$ cat config.mk
export PLATFORM = sky130hd
export DESIGN_NAME = tmsr_top
export DESIGN_NICKNAME = d
export VERILOG_FILES = /design/src/hw/tmsr_pkg.sv /design/src/hw/tmsr_top.sv /design/src/hw/tmsr_sync.sv /design/src/hw/tmsr_conv.sv
export SDC_FILE = /design/constraint.sdc
export NUM_CORES = 1
export LEC_CHECK = 0
export BUFFER_PORTS_ARGS = -buffer_cell sky130_fd_sc_hd__clkbuf_2
export CAP_MARGIN = 20
export CORE_MARGIN = 8
export CORE_UTILIZATION = 55
export CTS_CLUSTER_SIZE = 24
export DETAILED_ROUTE_END_ITERATION = 8
export PLACE_DENSITY = 0.72
export SETUP_SLACK_MARGIN = 0.2
export SYNTH_ARGS = -nofsm -noshare
export SYNTH_HDL_FRONTEND = slang
export SYNTH_SLANG_ARGS = --single-unit
export TNS_END_PERCENT = 10
$ cat constraint.sdc
create_clock -name clk -period 3.65 [get_ports clk]
set_clock_uncertainty 0.15 [all_clocks]
set_input_delay 0.1825 -clock clk [delete_from_list [all_inputs] [get_ports clk]]
set_output_delay 0.1825 -clock clk [all_outputs]
set_load 0.1 [all_outputs]
$ cat src/hw/tmsr_pkg.sv
// constants, types and layouts shared by the temperature monitor serial front end
// Behaviour
// serial access uses write byte, read byte, send byte and receive byte only.
// receive byte returns the register last selected by a command byte.
// slave address from select pin: high 0101111, floating 0101110, ground 0101100.
// multi-master hosts should avoid short forms; pointer may be changed.
// every register is one byte, selected by command byte, one byte per access.
// main temperatures sit at 00h and 01h, readable at any time.
// main temperature byte is unsigned, LSB 1 degree, MSB 128 degrees.
// data bytes are shifted out most significant bit first.
// three fraction bits (eighth degree) live at 05h and 06h.
// temperatures below zero are stored and reported as 00h.
// fraction read freezes matching main register for at least 0.25 s.
// freeze ends early when the main register is read.
// conversions run at 4 Hz from power-up without a command.
// config bit 7 at 04h stops the measurement cycle.
// serial logic returns to idle when clock low past 58 to 90 ms.
// while shut down, results stay readable and serial access keeps working.
// writes to read-only registers are acknowledged, ignored, pointer still updated.
package tmsr_pkg;

  localparam int unsigned CLK_PERIOD_NS  = 8;
  localparam int unsigned NS_PER_MS      = 1_000_000;
  localparam int unsigned CONV_PERIOD_MS = 250;
  localparam int unsigned LOCK_MIN_MS    = 250;
  localparam int unsigned TIMEOUT_MIN_MS = 58;
  localparam int unsigned TIMEOUT_MAX_MS = 90;
  localparam int unsigned CONV_CYC       = CONV_PERIOD_MS * NS_PER_MS / CLK_PERIOD_NS;
  localparam int unsigned LOCK_CYC       = (LOCK_MIN_MS * NS_PER_MS + CLK_PERIOD_NS - 1) / CLK_PERIOD_NS;
  localparam int unsigned TIMEOUT_CYC    = (TIMEOUT_MIN_MS * NS_PER_MS + CLK_PERIOD_NS - 1) / CLK_PERIOD_NS;
  localparam int unsigned CNT_W          = 25;

  localparam logic [7:0] REG_CH1_TEMP   = 8'h00;
  localparam logic [7:0] REG_CH2_TEMP   = 8'h01;
  localparam logic [7:0] REG_GLOBAL_CFG = 8'h04;
  localparam logic [7:0] REG_CH1_FRAC   = 8'h05;
  localparam logic [7:0] REG_CH2_FRAC   = 8'h06;
  localparam logic [7:0] CFG_RST        = 8'h00;
  localparam logic [7:0] TEMP_RST       = 8'h00;
  localparam logic [7:0] READ_UNMAPPED  = 8'h00;
  localparam int unsigned CFG_SHDN_BIT  = 7;
  localparam logic [4:0] FRAC_PAD       = 5'h00;

  localparam logic [6:0] SLAVE_ADDR_VCC   = 7'h2F;
  localparam logic [6:0] SLAVE_ADDR_FLOAT = 7'h2E;
  localparam logic [6:0] SLAVE_ADDR_GND   = 7'h2C;
  localparam logic [3:0] BITS_PER_BYTE    = 4'h8;

  typedef enum logic [3:0] {
    ST_IDLE      = 4'h0,
    ST_ADDR      = 4'h1,
    ST_ADDR_ACK  = 4'h3,
    ST_CMD       = 4'h2,
    ST_CMD_ACK   = 4'h6,
    ST_WDATA     = 4'h7,
    ST_WDATA_ACK = 4'h5,
    ST_RDATA     = 4'h4,
    ST_RDATA_ACK = 4'hC,
    ST_WAIT      = 4'hD
  } tmsr_state_e;

  // pins from outside the clock domain
  typedef struct packed {
    logic scl;
    logic sda;
    logic addr_hi;
    logic addr_lo;
  } tmsr_pins_s;

  // conversion result, two's complement in eighths of a degree
  typedef struct packed {
    logic [11:0] ch1;
    logic [11:0] ch2;
    logic        valid;
  } tmsr_meas_s;

  typedef struct packed {
    logic [7:0] ch1_temp;
    logic [7:0] ch2_temp;
    logic [7:0] ch1_frac;
    logic [7:0] ch2_frac;
  } tmsr_temp_s;

endpackage

$ cat src/hw/tmsr_top.sv
// serial slave, register file and conversion control of the temperature monitor
`timescale 1ns/1ps
`default_nettype none
module tmsr_top #(
  parameter int unsigned CONV_CYC    = tmsr_pkg::CONV_CYC,
  parameter int unsigned LOCK_CYC    = tmsr_pkg::LOCK_CYC,
  parameter int unsigned TIMEOUT_CYC = tmsr_pkg::TIMEOUT_CYC
) (
  input  wire logic                  clk,
  input  wire logic                  sys_rst,
  input  wire logic                  ce,
  input  wire logic                  scl_in,
  input  wire logic                  sda_in,
  output logic                       sda_out,
  output logic                       sda_oe,
  input  wire logic                  addr_tied_high,
  input  wire logic                  addr_tied_low,
  input  wire tmsr_pkg::tmsr_meas_s  meas,
  output logic                       conv_start,
  output logic                       conv_active
);
  import tmsr_pkg::*;

  localparam logic [CNT_W-1:0] TO_LAST = CNT_W'(TIMEOUT_CYC - 1);

  tmsr_pins_s       pins;
  tmsr_pins_s       pins_s;
  tmsr_temp_s       temps;
  tmsr_state_e      state;
  tmsr_state_e      next_state;
  logic             scl_q;
  logic             sda_q;
  logic [3:0]       bit_cnt;
  logic [3:0]       next_bit_cnt;
  logic [7:0]       sh;
  logic [7:0]       next_sh;
  logic             rw;
  logic             next_rw;
  logic [7:0]       ptr;
  logic [7:0]       next_ptr;
  logic [7:0]       cfg;
  logic [7:0]       next_cfg;
  logic             next_sda_oe;
  logic             rd_stb;
  logic             next_rd_stb;
  logic             wr_stb;
  logic             next_wr_stb;
  logic             cmd_stb;
  logic             next_cmd_stb;
  logic [CNT_W-1:0] to_cnt;
  logic [CNT_W-1:0] next_to_cnt;
  logic [6:0]       my_addr;
  logic             start_c;
  logic             stop_c;
  logic             scl_rise;
  logic             scl_fall;
  logic             timeout;

  // every location reads as one byte; unused pointers read as zero
  function automatic logic [7:0] reg_read(input logic [7:0] a, input tmsr_temp_s t, input logic [7:0] c);
    case (a)
      REG_CH1_TEMP:   reg_read = t.ch1_temp;
      REG_CH2_TEMP:   reg_read = t.ch2_temp;
      REG_GLOBAL_CFG: reg_read = c;
      REG_CH1_FRAC:   reg_read = t.ch1_frac;
      REG_CH2_FRAC:   reg_read = t.ch2_frac;
      default:        reg_read = READ_UNMAPPED;
    endcase
  endfunction

  assign pins = '{scl: scl_in, sda: sda_in, addr_hi: addr_tied_high, addr_lo: addr_tied_low};

  tmsr_sync u_sync (
    .clk     (clk),
    .sys_rst (sys_rst),
    .ce      (ce),
    .d       (pins),
    .q       (pins_s)
  );

  tmsr_conv #(
    .CONV_CYC (CONV_CYC),
    .LOCK_CYC (LOCK_CYC)
  ) u_conv (
    .clk        (clk),
    .sys_rst    (sys_rst),
    .ce         (ce),
    .shutdown   (cfg[CFG_SHDN_BIT]),
    .meas       (meas),
    .rd_stb     (rd_stb),
    .rd_addr    (ptr),
    .conv_start (conv_start),
    .temps      (temps)
  );

  // floating strap: neither the high nor the low sense fires
  always_comb begin
    if (pins_s.addr_hi) begin
      my_addr = SLAVE_ADDR_VCC;
    end else if (pins_s.addr_lo) begin
      my_addr = SLAVE_ADDR_GND;
    end else begin
      my_addr = SLAVE_ADDR_FLOAT;
    end
  end

  assign start_c  = scl_q && pins_s.scl && sda_q && !pins_s.sda;
  assign stop_c   = scl_q && pins_s.scl && !sda_q && pins_s.sda;
  assign scl_rise = !scl_q && pins_s.scl;
  assign scl_fall = scl_q && !pins_s.scl;
  assign timeout  = !pins_s.scl && (to_cnt == TO_LAST);
  assign sda_out  = 1'b0;
  assign conv_active = !cfg[CFG_SHDN_BIT];

  always_comb begin
    next_state   = state;
    next_bit_cnt = bit_cnt;
    next_sh      = sh;
    next_rw      = rw;
    next_ptr     = ptr;
    next_cfg     = cfg;
    next_sda_oe  = sda_oe;
    next_rd_stb  = 1'b0;
    next_wr_stb  = 1'b0;
    next_cmd_stb = 1'b0;
    next_to_cnt  = pins_s.scl ? '0 : (timeout ? to_cnt : to_cnt + 1'b1);
    // a stuck-low clock drops any transfer and frees the data line
    if (timeout) begin
      next_state  = ST_IDLE;
      next_sda_oe = 1'b0;
    end else if (start_c) begin
      next_state   = ST_ADDR;
      next_bit_cnt = 4'h0;
      next_sda_oe  = 1'b0;
    end else if (stop_c) begin
      next_state  = ST_IDLE;
      next_sda_oe = 1'b0;
    end else begin
      unique case (state)
        ST_IDLE, ST_WAIT: begin
        end
        ST_ADDR, ST_CMD, ST_WDATA: begin
          if (scl_rise) begin
            next_sh      = {sh[6:0], pins_s.sda};
            next_bit_cnt = bit_cnt + 1'b1;
          end else if (scl_fall && bit_cnt == BITS_PER_BYTE) begin
            next_bit_cnt = 4'h0;
            next_sda_oe  = 1'b1;
            if (state == ST_ADDR) begin
              if (sh[7:1] == my_addr) begin
                next_state = ST_ADDR_ACK;
                next_rw    = sh[0];
              end else begin
                next_state  = ST_WAIT;
                next_sda_oe = 1'b0;
              end
            end else if (state == ST_CMD) begin
              next_state   = ST_CMD_ACK;
              next_ptr     = sh;
              next_cmd_stb = 1'b1;
            end else begin
              // read-only and unused locations take the ack but keep their value
              next_state  = ST_WDATA_ACK;
              next_wr_stb = 1'b1;
              if (ptr == REG_GLOBAL_CFG) begin
                next_cfg = sh;
              end
            end
          end
        end
        ST_CMD_ACK, ST_WDATA_ACK: begin
          if (scl_fall) begin
            next_state  = ST_WDATA;
            next_sda_oe = 1'b0;
          end
        end
        ST_ADDR_ACK, ST_RDATA_ACK: begin
          if (state == ST_RDATA_ACK && scl_rise && pins_s.sda) begin
            next_state = ST_WAIT;
          end else if (scl_fall && (state == ST_RDATA_ACK || !rw)) begin
            next_state   = ST_CMD;
            next_sda_oe  = 1'b0;
            if (rw) begin
              next_state  = ST_RDATA;
              next_sh     = reg_read(ptr, temps, cfg);
              next_sda_oe = !next_sh[7];
              next_rd_stb = 1'b1;
            end
          end else if (scl_fall) begin
            next_state  = ST_RDATA;
            next_sh     = reg_read(ptr, temps, cfg);
            next_sda_oe = !next_sh[7];
            next_rd_stb = 1'b1;
          end
        end
        ST_RDATA: begin
          if (scl_fall) begin
            next_bit_cnt = bit_cnt + 1'b1;
            if (bit_cnt == BITS_PER_BYTE - 4'h1) begin
              next_state   = ST_RDATA_ACK;
              next_sda_oe  = 1'b0;
              next_bit_cnt = 4'h0;
            end else begin
              next_sh     = {sh[6:0], 1'b0};
              next_sda_oe = !sh[6];
            end
          end
        end
        default: begin
          next_state  = ST_IDLE;
          next_sda_oe = 1'b0;
        end
      endcase
    end
  end

  always_ff @(posedge clk) begin
    if (sys_rst) begin
      state   <= ST_IDLE;
      scl_q   <= 1'b1;
      sda_q   <= 1'b1;
      bit_cnt <= 4'h0;
      sh      <= 8'h00;
      rw      <= 1'b0;
      ptr     <= REG_CH1_TEMP;
      cfg     <= CFG_RST;
      sda_oe  <= 1'b0;
      rd_stb  <= 1'b0;
      wr_stb  <= 1'b0;
      cmd_stb <= 1'b0;
      to_cnt  <= '0;
    end else if (ce) begin
      state   <= next_state;
      scl_q   <= pins_s.scl;
      sda_q   <= pins_s.sda;
      bit_cnt <= next_bit_cnt;
      sh      <= next_sh;
      rw      <= next_rw;
      ptr     <= next_ptr;
      cfg     <= next_cfg;
      sda_oe  <= next_sda_oe;
      rd_stb  <= next_rd_stb;
      wr_stb  <= next_wr_stb;
      cmd_stb <= next_cmd_stb;
      to_cnt  <= next_to_cnt;
    end
  end

  a_addr_decode: assert property (@(posedge clk) disable iff (sys_rst)
      pins_s.addr_hi |-> my_addr == 7'h2F)
    else $error("strap high did not select address 0101111");
  a_msb_first: assert property (@(posedge clk) disable iff (sys_rst)
      state == ST_RDATA |-> sda_oe == !sh[7])
    else $error("data line does not carry the shift register msb");
  a_timeout_idle: assert property (@(posedge clk) disable iff (sys_rst)
      ce && timeout |=> state == ST_IDLE && !sda_oe)
    else $error("clock-low timeout did not free the interface");
  a_ptr_load: assert property (@(posedge clk) disable iff (sys_rst)
      cmd_stb |-> ptr == $past(sh))
    else $error("pointer not loaded from command byte");
  a_ro_keep: assert property (@(posedge clk) disable iff (sys_rst)
      wr_stb && ptr != REG_GLOBAL_CFG |-> $stable(cfg))
    else $error("write to another location changed the configuration");
  a_cfg_write: assert property (@(posedge clk) disable iff (sys_rst)
      wr_stb && ptr == REG_GLOBAL_CFG |-> cfg == sh)
    else $error("configuration write lost its data byte");
endmodule
`default_nettype wire

$ cat src/hw/tmsr_sync.sv
// two flip-flop synchroniser for the external pins
`timescale 1ns/1ps
`default_nettype none
module tmsr_sync (
  input  wire logic              clk,
  input  wire logic              sys_rst,
  input  wire logic              ce,
  input  wire tmsr_pkg::tmsr_pins_s d,
  output var  tmsr_pkg::tmsr_pins_s q
);
  import tmsr_pkg::*;

  tmsr_pins_s meta;
  tmsr_pins_s next_meta;
  tmsr_pins_s next_q;

  // idle bus level is high; address straps reset to floating
  always_comb begin
    next_meta = d;
    next_q    = meta;
  end

  always_ff @(posedge clk) begin
    if (sys_rst) begin
      meta <= '{scl: 1'b1, sda: 1'b1, addr_hi: 1'b0, addr_lo: 1'b0};
      q    <= '{scl: 1'b1, sda: 1'b1, addr_hi: 1'b0, addr_lo: 1'b0};
    end else if (ce) begin
      meta <= next_meta;
      q    <= next_q;
    end
  end
endmodule
`default_nettype wire

$ cat src/hw/tmsr_conv.sv
// conversion schedule, result clipping and fraction-read lock
`timescale 1ns/1ps
`default_nettype none
module tmsr_conv #(
  parameter int unsigned CONV_CYC = tmsr_pkg::CONV_CYC,
  parameter int unsigned LOCK_CYC = tmsr_pkg::LOCK_CYC
) (
  input  wire logic                  clk,
  input  wire logic                  sys_rst,
  input  wire logic                  ce,
  input  wire logic                  shutdown,
  input  wire tmsr_pkg::tmsr_meas_s  meas,
  input  wire logic                  rd_stb,
  input  wire logic [7:0]            rd_addr,
  output logic                       conv_start,
  output tmsr_pkg::tmsr_temp_s       temps
);
  import tmsr_pkg::*;

  localparam logic [CNT_W-1:0] CONV_LAST = CNT_W'(CONV_CYC - 1);
  localparam logic [CNT_W-1:0] LOCK_LAST = CNT_W'(LOCK_CYC - 1);

  logic [CNT_W-1:0]       conv_cnt;
  logic [CNT_W-1:0]       next_conv_cnt;
  logic                   next_conv_start;
  logic [1:0][7:0]        main_t;
  logic [1:0][7:0]        frac_t;
  logic [1:0]             lock;
  logic [1:0][CNT_W-1:0]  lock_cnt;
  logic [1:0][7:0]        next_main_t;
  logic [1:0][7:0]        next_frac_t;
  logic [1:0]             next_lock;
  logic [1:0][CNT_W-1:0]  next_lock_cnt;
  logic [1:0][11:0]       raw;

  // negative readings clip to zero, otherwise integer and fraction parts
  function automatic logic [10:0] clip(input logic [11:0] r);
    clip = r[11] ? 11'h000 : r[10:0];
  endfunction

  assign raw = {meas.ch2, meas.ch1};

  always_comb begin
    logic [10:0] c;
    c               = 11'h000;
    next_conv_cnt   = conv_cnt;
    next_conv_start = 1'b0;
    next_main_t     = main_t;
    next_frac_t     = frac_t;
    next_lock       = lock;
    next_lock_cnt   = lock_cnt;
    // counter parks at zero while shut down so a wake-up converts at once
    if (shutdown) begin
      next_conv_cnt = '0;
    end else begin
      next_conv_start = (conv_cnt == '0);
      next_conv_cnt   = (conv_cnt == CONV_LAST) ? '0 : conv_cnt + 1'b1;
    end
    for (int i = 0; i < 2; i++) begin
      if (lock[i]) begin
        next_lock_cnt[i] = lock_cnt[i] - 1'b1;
        if (lock_cnt[i] == '0) begin
          next_lock[i] = 1'b0;
        end
      end
      if (rd_stb && rd_addr == (i == 0 ? REG_CH1_TEMP : REG_CH2_TEMP)) begin
        next_lock[i] = 1'b0;
      end
      if (rd_stb && rd_addr == (i == 0 ? REG_CH1_FRAC : REG_CH2_FRAC)) begin
        next_lock[i]     = 1'b1;
        next_lock_cnt[i] = LOCK_LAST;
      end
      // results of a stopped cycle are dropped; old values stay readable
      if (meas.valid && !shutdown) begin
        c              = clip(raw[i]);
        next_frac_t[i] = {c[2:0], FRAC_PAD};
        if (!lock[i]) begin
          next_main_t[i] = c[10:3];
        end
      end
    end
  end

  always_ff @(posedge clk) begin
    if (sys_rst) begin
      conv_cnt   <= '0;
      conv_start <= 1'b0;
      main_t     <= {2{TEMP_RST}};
      frac_t     <= {2{TEMP_RST}};
      lock       <= 2'h0;
      lock_cnt   <= '0;
    end else if (ce) begin
      conv_cnt   <= next_conv_cnt;
      conv_start <= next_conv_start;
      main_t     <= next_main_t;
      frac_t     <= next_frac_t;
      lock       <= next_lock;
      lock_cnt   <= next_lock_cnt;
    end
  end

  assign temps = '{ch1_temp: main_t[0], ch2_temp: main_t[1], ch1_frac: frac_t[0], ch2_frac: frac_t[1]};

  a_conv_stop: assert property (@(posedge clk) disable iff (sys_rst) ce && shutdown |=> !conv_start)
    else $error("conversion started while shut down");
  a_neg_clip: assert property (@(posedge clk) disable iff (sys_rst)
      ce && meas.valid && !shutdown && meas.ch1[11] && !lock[0] |=> main_t[0] == 8'h00 && frac_t[0] == 8'h00)
    else $error("negative reading not clipped to zero");
  a_frac_format: assert property (@(posedge clk) disable iff (sys_rst)
      ce && meas.valid && !shutdown && !meas.ch2[11] |=> frac_t[1] == {$past(meas.ch2[2:0]), FRAC_PAD})
    else $error("fraction register holds wrong bits");
  a_lock_hold: assert property (@(posedge clk) disable iff (sys_rst)
      ce && lock[1] && meas.valid |=> $stable(main_t[1]))
    else $error("main register updated while locked");
  a_lock_release: assert property (@(posedge clk) disable iff (sys_rst)
      ce && rd_stb && rd_addr == REG_CH1_TEMP |=> !lock[0])
    else $error("main read did not end the lock");
endmodule
`default_nettype wire

==> impl_metrics.toml, run 1 <==
[hold_path]
holdCritPathClass = "primary input to flip-flop"
min_to = "u_conv.temps[19]"
min_from = "meas[12]"
hold_depth = 3

[outcome]
status = "completed"

[logic_synthesis]
ys_warn_count = 0
yosysSeqAreaShare_pct = 40.6
synth_cells = 999
synth_top_family_by_area = "simple AND/OR/NAND/NOR gates"
synthXorXnorAreaFrac_pct = 9.39
syn_area_um2 = 8390
ys_async_sr_fraction_pct = 0
synth.area.mux_share_pct = 5.50
synth_fa_ha_area_share_pct = 1.16
synthSimpleGateAreaFrac_pct = 28.5
synth.distinct_cells = 71
avgSynthCellArea_um2 = 8.40
synth_flop_cell = "dfxtp_1"
synth_fp_nets = 1038
ys_ff_latch = 170
synth_edf_count = 0
synth-compound-area-share_pct = 11.6

[die]
ios = 36
start_util_pct = 55.8
core_um2 = 15000
rows = 45
die_h_um = 140
die-area_um2 = 19500
die-width_um = 140

[routing]
via_per_inst = 5.77
detail_route.drc_violations = 0
drtAntennaViolNets = 0
wl_per_cell_um = 14.9
firstDrtPassIters = 5
dr_total_vias = 7153
drt-initial-drc-count = 499
finalWirelength_um = 18500

[global_routing]
grtUsageTotal_pct = 19.3
overflow = 0
grt_max_degree = 98
grt_pass1_wl_um = 31800
grt_antenna_before_repair = 0
grt_pass1_vias = 6612

[timing]
hold_slack_ns = 0.0144
max_slew_margin_pct = 31.6
min_period_ns = 2.82
rsz0062_at_grt = "false"
setup_viol = 0
worst_pin_slew_ns = 1.03
post-route-period-util_pct = 77.1
max_freq_ghz = 0.355
fin_tns_setup_ns = 0
final_max_slew_viol_count = 0
finalHoldViolations = 0

[worst_setup_path]
critical_path_class = "flip-flop to flip-flop"
reg2reg_depth = 6
critPathRequiredTime_ns = 3.76
crit_path_start = "u_sync.q[3]"
cp_data_arrival_time_ns = 2.93
startpoint_type = "flip-flop"
reg2reg_to = "sh[7]"
worstPathMaxFanout = 15
rrSetupSlack_ns = 0.83
timing.rr.start = "u_sync.q[3]"
cp-end-kind = "flip-flop"

[placed_design]
dp_hpwl_um = 12500
portBuffers = 34
dp_cells = 1183
gp_congestion = 0.937

[final_layout]
final_common_cell = "dfxtp_1"
seqCellArea_um2 = 3400
most-common-layout-cells = "dfxtp_1, nor2_1, a21oi_1"
drive_gt1_share_pct = 9.41
multi_input_area_um2 = 4720
areaGrowthSynthToFinish_pct = 14.0
nFillCells = 1244
antenna_cells = 0
nets = 1078
layoutNonFillerInstCount = 1240

[clock_network]
cts_inserted_buffers = 17
clk_path_buf_depth = 2
clk_pin_slew_ns = 0.06
cts_resized = 0
cts_root_buf = "clkbuf_16"
cts_tree = "done"
clk_latency_ns = 0.42
h-tree-depth = 4
cts.sinks = 170

[job]
drv_cap = 0

[power_and_ir_drop]
power_leakage_nw = 3.52
ir_drop_v = 0.000319
power.density_nw_per_um2 = 413
cell usage after synthesis (3+ instances only):
master | n | area (um2)
inv_1 | 18 | 67.6
o21ai_0 | 20 | 100
o31ai_1 | 3 | 22.5
nand3b_1 | 20 | 150
nor2_1 | 137 | 514
nand3_1 | 30 | 150
a31oi_1 | 6 | 37.5
nor4b_1 | 3 | 26.3
nor3b_1 | 10 | 75.1
nand4_1 | 15 | 93.8
nor3_1 | 28 | 140
and4_1 | 6 | 52.6
nor4bb_1 | 3 | 30.0
nand4b_1 | 3 | 26.3
ha_1 | 7 | 87.6
xnor2_1 | 51 | 447
or4_1 | 7 | 52.6
xor2_1 | 39 | 342
or3_1 | 16 | 100
a32oi_1 | 4 | 35.0
mux2i_1 | 45 | 450
a21oi_1 | 88 | 440
nor2b_1 | 6 | 37.5
dfxtp_1 | 170 | 3400
nor4_2 | 4 | 50.1
o211ai_1 | 6 | 45.0
and2_1 | 5 | 31.3
nor4_1 | 25 | 156
o22ai_1 | 5 | 31.3
buf_1 | 7 | 26.3
nor3_2 | 7 | 70.1
nand2_1 | 87 | 327
clkbuf_1 | 39 | 146
and3_1 | 11 | 68.8
a211oi_1 | 4 | 30.0
or4_4 | 3 | 33.8
nand2b_1 | 12 | 75.1
or2_2 | 3 | 18.8
routing by layer:
layer,GRT usage (%),vias up,share of wire (%)
li1,-,3633,-
met1,25.6,3355,48
met2,30.7,132,46
met3,3.39,33,3.5
met4,7.57,0,2.0
met5,0,-,0
worst max-delay path: stages, from the launching register on:
cell	delay, ns
dfxtp_1	0.56
nor4_1	0.11
and4_1	0.21
a21oi_1	0.47
o2111ai_1	0.62
a211oi_1	0.44
nor3_1	0.09
power by group:
group | internal [mW] | switching [mW] | total [mW]
logic | 0.0697 | 0.107 | 0.176
registers | 1.87 | 0.0154 | 1.89
clock network | 1.15 | 0.737 | 1.89
flip-flops by register name, indices dropped and copies added, names as in the netlist, 2 cells and up:
signal           cells
sh                   8
ptr                  8
u_conv.conv_cnt     25
state                4
u_conv.temps        22
to_cnt              25
u_sync.meta          4
u_sync.q             4
u_conv.lock          2
bit_cnt              4
u_conv.lock_cnt     50
cfg                  8
cell type report:
cell class,count,share of cell area [%]
clock inverter,13,2.03
timing repair buffer,71,5.36
sequential,170,35.6
clock buffer,19,4.53
inverter,18,0.706
multi-input combinational,761,49.3
tap,188,2.46
timing repair:
action / CTS / global route
hold buffers: 25 / 0
endpoints found under the hold margin: 25 / 0
setup buffers: 0 / 0
cell families after synthesis:
kind of cell	after synthesis
adders and majority gates	8
DFF	170
xor gates and xnor gates	90
muxes	46
AOI/OAI and AO/OA	163
other	1
and+or+nand+nor	453
buffers and inverters	68
per-stage QoR:
stage | util (%) | worst slack [ns] | cell area, um2 | power [mW]
4_1_cts | 63.6 | 0.876 | 9560 | 3.98
6_report | 63.6 | 0.834 | 9560 | 3.95
2_1_floorplan | - | 1.19 | 8390 | 2.03
5_1_grt | 63.6 | 0.560 | 9560 | 4.08
3_3_place_gp | 57.8 | 0.909 | 8690 | 2.08
3_5_place_dp | 57.8 | 0.887 | 8690 | 2.08
how the worst max path moves through the flow:
stage / endpoint / slack, ns / cells after the start
2_1_floorplan: u_conv.lock_cnt[13] / 1.19 / 6
3_3_place_gp: sh[7] / 0.91 / 6
3_5_place_dp: sh[7] / 0.89 / 6
4_1_cts: sh[7] / 0.88 / 6
5_1_grt: sh[7] / 0.56 / 6
6_report: sh[7] / 0.83 / 6
(Power assumes the default switching activity.)
==> run 2, diff against run 1 <==
==> constraint.sdc (replaced) <==
create_clock -name clk -period 2.8 [get_ports clk]
set_clock_uncertainty 0.15 [all_clocks]
set_input_delay 0.14 -clock clk [delete_from_list [all_inputs] [get_ports clk]]
set_output_delay 0.14 -clock clk [all_outputs]
set_load 0.1 [all_outputs]
==> run 2 against run 1 <==
  * Total power is 25% higher
  * Worst setup slack worse by 0.58 ns
  * Critical path depth unchanged
  * Wire length increased by 6.8%
  * Critical path type unchanged
  * Critical endpoint is now u_conv.conv_cnt[11]
  * Largest cell class unchanged
==> impl_metrics.toml, run 2 (same netlist as run 1, synthesis figures left out) <==
[final_layout]
nets = 1105
antenna_cells = 0
drive_gt1_share_pct = 11.5
largest_register_ffs = 50
most-common-layout-cells = "dfxtp_1, nor2_1, a21oi_1"
layoutNonFillerInstCount = 1267
top_regs = "u_conv.lock_cnt x50, to_cnt x25, u_conv.conv_cnt x25"
regMostFlops = "u_conv.lock_cnt"
final_common_cell = "dfxtp_1"
areaGrowthSynthToFinish_pct = 16.2

[die]
ios = 36
core_um2 = 15000
start_util_pct = 55.8
die_h_um = 140
die-width_um = 140
rows = 45
die-area_um2 = 19500

[routing]
drtAntennaViolNets = 0
detail_route.drc_violations = 0
drt-initial-drc-count = 587
wl_per_cell_um = 15.6
finalWirelength_um = 19700
via_per_inst = 5.78
dr_total_vias = 7323
firstDrtPassIters = 5

[timing]
fin_tns_setup_ns = 0
max_freq_ghz = 0.393
final_max_slew_viol_count = 0
worst_pin_slew_ns = 0.806
setup_viol = 0
min_period_ns = 2.54
rsz0062_at_grt = "true"
max_slew_margin_pct = 46.2
post-route-period-util_pct = 90.8
finalHoldViolations = 0

[clock_network]
clk_path_buf_depth = 2
cts.sinks = 170
cts_setup_buffers = 0
cts_inserted_buffers = 17
h-tree-depth = 4
clk_latency_ns = 0.44
cts_tree = "done"
cts_root_buf = "clkbuf_16"
clk_pin_slew_ns = 0.07

[global_routing]
grt_antenna_before_repair = 0
grt_pass1_vias = 6917
grtUsageTotal_pct = 20.7
grt_max_degree = 56
overflow = 0
grt_pass1_wl_um = 33600

[placed_design]
dp_hpwl_um = 13300
portBuffers = 34
gp_congestion = 0.890
dp_cells = 1202

[worst_setup_path]
critical_path_class = "flip-flop to flip-flop"
startpoint_type = "flip-flop"
cp_data_arrival_time_ns = 2.71
worstPathCellList = "or4_1 > nor4_1 > a41oi_1 > o21ai_1 > buf_4 > nor2_1"
cp-end-kind = "flip-flop"
worstPathMaxFanout = 22
critPathRequiredTime_ns = 2.97
slowest_stage = "or4_1"
cpPeakStageDelay_ns = 0.54

[power_and_ir_drop]
ir_drop_v = 0.000465
power.density_nw_per_um2 = 506
power_leakage_nw = 3.64

[job]
drv_cap = 0

[outcome]
status = "completed"

[hold_path]
holdCritPathClass = "primary input to flip-flop"
==> run 2: cell count changes in the layout (fill, tap and decap cells not counted), sizes merged <==
cell and change:
buf +19, bufinv -4, clkbuf +2, dlygate4sd3 +8
inv +2
==> run 2: through the flow <==
| stage | utilization (%) | hold WS (ns) | power (mW) | setup slack, ns | cell area [um2] |
|---|---|---|---|---|---|
| after floorplan | - | 0.118 | 2.65 | 0.344 | 8390 |
| after global placement | 58.7 | 0.215 | 2.72 | 0.212 | 8830 |
| after detailed placement | 58.7 | 0.219 | 2.72 | 0.154 | 8830 |
| after CTS | 64.7 | 0.0943 | 4.99 | 0.166 | 9730 |
| after global routing | 64.9 | 0.157 | 5.11 | 0.116 | 9750 |
| final | 64.9 | 0.115 | 4.94 | 0.259 | 9750 |
==> run 2: cell type report <==
cell class                 count  area (um2)
clock buffer                  21         480
clock inverter                11        86.3
timing repair buffer          98         736
fill                        1269        5280
multi-input combinational    761        4740
tap                          188         235
inverter                      18        67.6
sequential                   170        3400
==> run 2: where the power goes <==
part	switching, mW	total, mW	internal (mW)
sequential	0.0195	2.46	2.44
combinational	0.145	0.246	0.100
clock	0.997	2.23	1.24
==> run 2: layer usage <==
metal	up-vias	global-route usage, %	routed length [um]
met5	-	0	0
met1	3487	26.0	9290
li1	3669	-	-
met3	23	5.10	848
met4	0	6.24	265
met2	144	34.5	9330
==> run 2: what timing repair did <==
action                     in CTS  in global routing
hold buffers                   33                  0
resized for setup               1                  5
pin swaps                       1                  0
hold endpoints to repair       28                  0
setup endpoints to repair       6                 47
==> run 2: path summary, 6_finish.rpt <==
check	startpoint	slack, ns	end	cells past startpoint
worst max-delay path	u_conv.conv_cnt[8]	0.26	u_conv.conv_cnt[11]	6
worst min-delay path	ce	0.12	u_conv.conv_cnt[2]	4
worst max register to register	u_conv.conv_cnt[8]	0.26	u_conv.conv_cnt[11]	6
worst min register to register	u_conv.temps[23]	0.30	u_conv.temps[23]	2
==> run 2: critical path: cells and delay by family, from the launching register on <==
family | cells | cell delay (ns)
AND/OR/NAND/NOR | 3 | 1.14
AO/OA/AOI/OAI | 2 | 0.52
flip-flops | 1 | 0.35
buffers and inverters | 1 | 0.27
==> run 3, diff against run 2 <==
--- a/config.mk
+++ b/config.mk
@@ -8,10 +8,10 @@
 export BUFFER_PORTS_ARGS = -buffer_cell sky130_fd_sc_hd__clkbuf_2
 export CAP_MARGIN = 20
 export CORE_MARGIN = 8
-export CORE_UTILIZATION = 55
+export CORE_UTILIZATION = 35
+export CTS_BUF_LIST = sky130_fd_sc_hd__clkbuf_2
 export CTS_CLUSTER_SIZE = 24
 export DETAILED_ROUTE_END_ITERATION = 8
-export PLACE_DENSITY = 0.72
 export SETUP_SLACK_MARGIN = 0.2
 export SYNTH_ARGS = -nofsm -noshare
 export SYNTH_HDL_FRONTEND = slang
==> run 3 against run 2 <==
  * Register-to-register slack about the same
  * Count of clock-buffer cells in the layout down 4
  * First-iteration DRC count shrank 16%
  * Critical path depth did not move
  * Die area rose by 50%
  * Final cell count up 14%
  * Sequential share of layout area down 1.0 points
  * Global-route usage down 6.0 points
  * Total power shrank 18%
  * Final area is 3.2% higher
  * Critical path type unchanged
==> impl_metrics.toml, run 3 (same netlist as run 1, synthesis figures left out) <==
[global_routing]
grt_max_degree = 55
grt_pass1_vias = 7026
grt_pass1_wl_um = 35500
grt.met3_usage_pct = 2.56
grtUsageMet2_pct = 23.8
use_met1_pct = 19.7
overflow = 0
grt_antenna_before_repair = 1
grt.busiest_layer = "met2"
grtUsageTotal_pct = 14.7

[power_and_ir_drop]
switchingPower_mw = 1.16
intPower_mw = 2.87
p_seq_share_pct = 61.3
power_leakage_nw = 3.67
clock_power_share_pct = 31.5
p_comb_share_pct = 7.2
power.density_nw_per_um2 = 400
ir_drop_v = 0.000268
swShare_pct = 28.8

[worst_setup_path]
critPathRequiredTime_ns = 3.30
critical_path_class = "flip-flop to flip-flop"
crit_path_start = "u_conv.lock_cnt[10]"
worstPathMaxFanout = 6
cp-end-kind = "flip-flop"
worstPathCellList = "or4_1 > or4_4 > or2_1 > nor4_2 > xnor2_1 > a21oi_1"
timing.rr.start = "u_conv.lock_cnt[10]"
slowest_stage = "or4_1"
cpPeakStageDelay_ns = 0.57
cp_data_arrival_time_ns = 3.06
critPathBufInv = 0
path_delay_family = "simple AND/OR/NAND/NOR gates"
startpoint_type = "flip-flop"

[clock_network]
cts_root_buf = "clkbuf_2"
clk_path_buf_depth = 2
cts_inserted_buffers = 17
cts.sinks = 170
cts_tree = "done"
clk_pin_slew_ns = 0.30
clk_latency_ns = 0.76
h-tree-depth = 4

[hold_path]
holdCritPathClass = "primary input to flip-flop"
min_from = "meas[12]"

[timing]
rsz0062_at_grt = "true"
final_max_slew_viol_count = 0
max_freq_ghz = 0.392
fin_tns_setup_ns = 0
post-route-period-util_pct = 91.2
finalHoldViolations = 0
min_period_ns = 2.55
worst_pin_slew_ns = 0.844
max_slew_margin_pct = 43.6
finalWorstSetupSlack_ns = 0.247
setup_viol = 0

[job]
drv_cap = 0

[placed_design]
dp_hpwl_um = 13900
place_ws_ns = 0.153
gp_congestion = 0.863
portBuffers = 34

[die]
die_h_um = 171
ios = 36
die-area_um2 = 29200
die-width_um = 171
rows = 56
core_um2 = 23500
start_util_pct = 35.7

[routing]
drtAntennaViolNets = 0
drt-initial-drc-count = 494
finalWirelength_um = 20800
firstDrtPassIters = 5
detail_route.drc_violations = 0
dr_total_vias = 7360
wl_per_cell_um = 14.4
via_per_inst = 5.09

[outcome]
status = "completed"

[final_layout]
seqCellArea_um2 = 3410
final_common_cell = "dfxtp_1"
areaGrowthSynthToFinish_pct = 19.9
top_regs = "u_conv.lock_cnt x50, to_cnt x25, u_conv.conv_cnt x25"
nets = 1152
nFillCells = 2338
largest_register_ffs = 50
multi_input_area_um2 = 4760
regMostFlops = "u_conv.lock_cnt"
drive_gt1_share_pct = 11.8
most-common-layout-cells = "dfxtp_1, nor2_1, a21oi_1"
==> run 3: changes by cell type in the layout (fill, tap and decap cells not counted), sizes merged <==
cell / delta
a2111o: +1
diode: +1
inv: +5
buf: +2
clkbuf: -4
clkinvlp: -1
dlygate4sd3: +44
==> run 3: power by group through the flow <==
stage / clock network [mW] / logic (mW) / registers [mW]
5_1_grt: 1.43 / 0.319 / 2.48
3_5_place_dp: 0 / 0.217 / 2.51
6_report: 1.27 / 0.291 / 2.47
3_3_place_gp: 0 / 0.216 / 2.51
2_1_floorplan: 0 / 0.132 / 2.51
4_1_cts: 1.33 / 0.288 / 2.47
==> run 3: layer usage <==
layer	routed length [um]	part of all wire (%)	vias to the layer above
met2	9540	46	131
met5	0	0	-
met3	694	3.3	17
li1	-	-	3767
met4	257	1.2	0
met1	10300	50	3445
==> run 3: stage by stage <==
| stage | utilization (%) | hold WS, ns | area, um2 | power (mW) | instances |
|---|---|---|---|---|---|
| after CTS | 42.7 | 0.00596 | 10000 | 4.08 | 1444 |
| final | 42.9 | 0.115 | 10100 | 4.03 | 1446 |
| after global placement | 38.4 | 0.238 | 9010 | 2.73 | 1335 |
| after detailed placement | 38.4 | 0.247 | 9010 | 2.73 | 1335 |
| after global routing | 42.9 | 0.0602 | 10100 | 4.22 | 1446 |
| after floorplan | - | 0.118 | 8390 | 2.65 | 999 |
==> run 3: cell type report <==
type	instances	share of cell area, %
multi-input cells	762	47.3
diodes	1	0.0249
repair buffers	144	11.8
inverters	18	0.671
clock inverters	15	1.47
clock buffers	17	0.845
flip-flops and latches	170	33.9
well taps	319	3.97
==> run 3: worst register-to-register path: stages, from the launching register on <==
cell and delay, ns:
dfxtp_1 0.42, or4_1 0.57, or4_4 0.50, or2_1 0.37
nor4_2 0.20, xnor2_1 0.15, a21oi_1 0.08
==> run 3: what timing repair did <==
action | CTS | global route
hold endpoints to repair | 130 | 0
gates cloned | 0 | 1
gates resized for setup | 2 | 10
pin swaps | 0 | 1
endpoints found under the setup margin | 10 | 64
hold buffers | 77 | 0
setup buffers | 0 | 0
==> run 3: path summary, 6_finish.rpt <==
path                                            end  slack (ns)  cells past startpoint
worst max-delay path            u_conv.lock_cnt[24]        0.25                      6
worst max register to register  u_conv.lock_cnt[24]        0.25                      6
worst min register to register     u_conv.temps[20]        0.32                      2
worst min-delay path               u_conv.temps[20]        0.11                      4
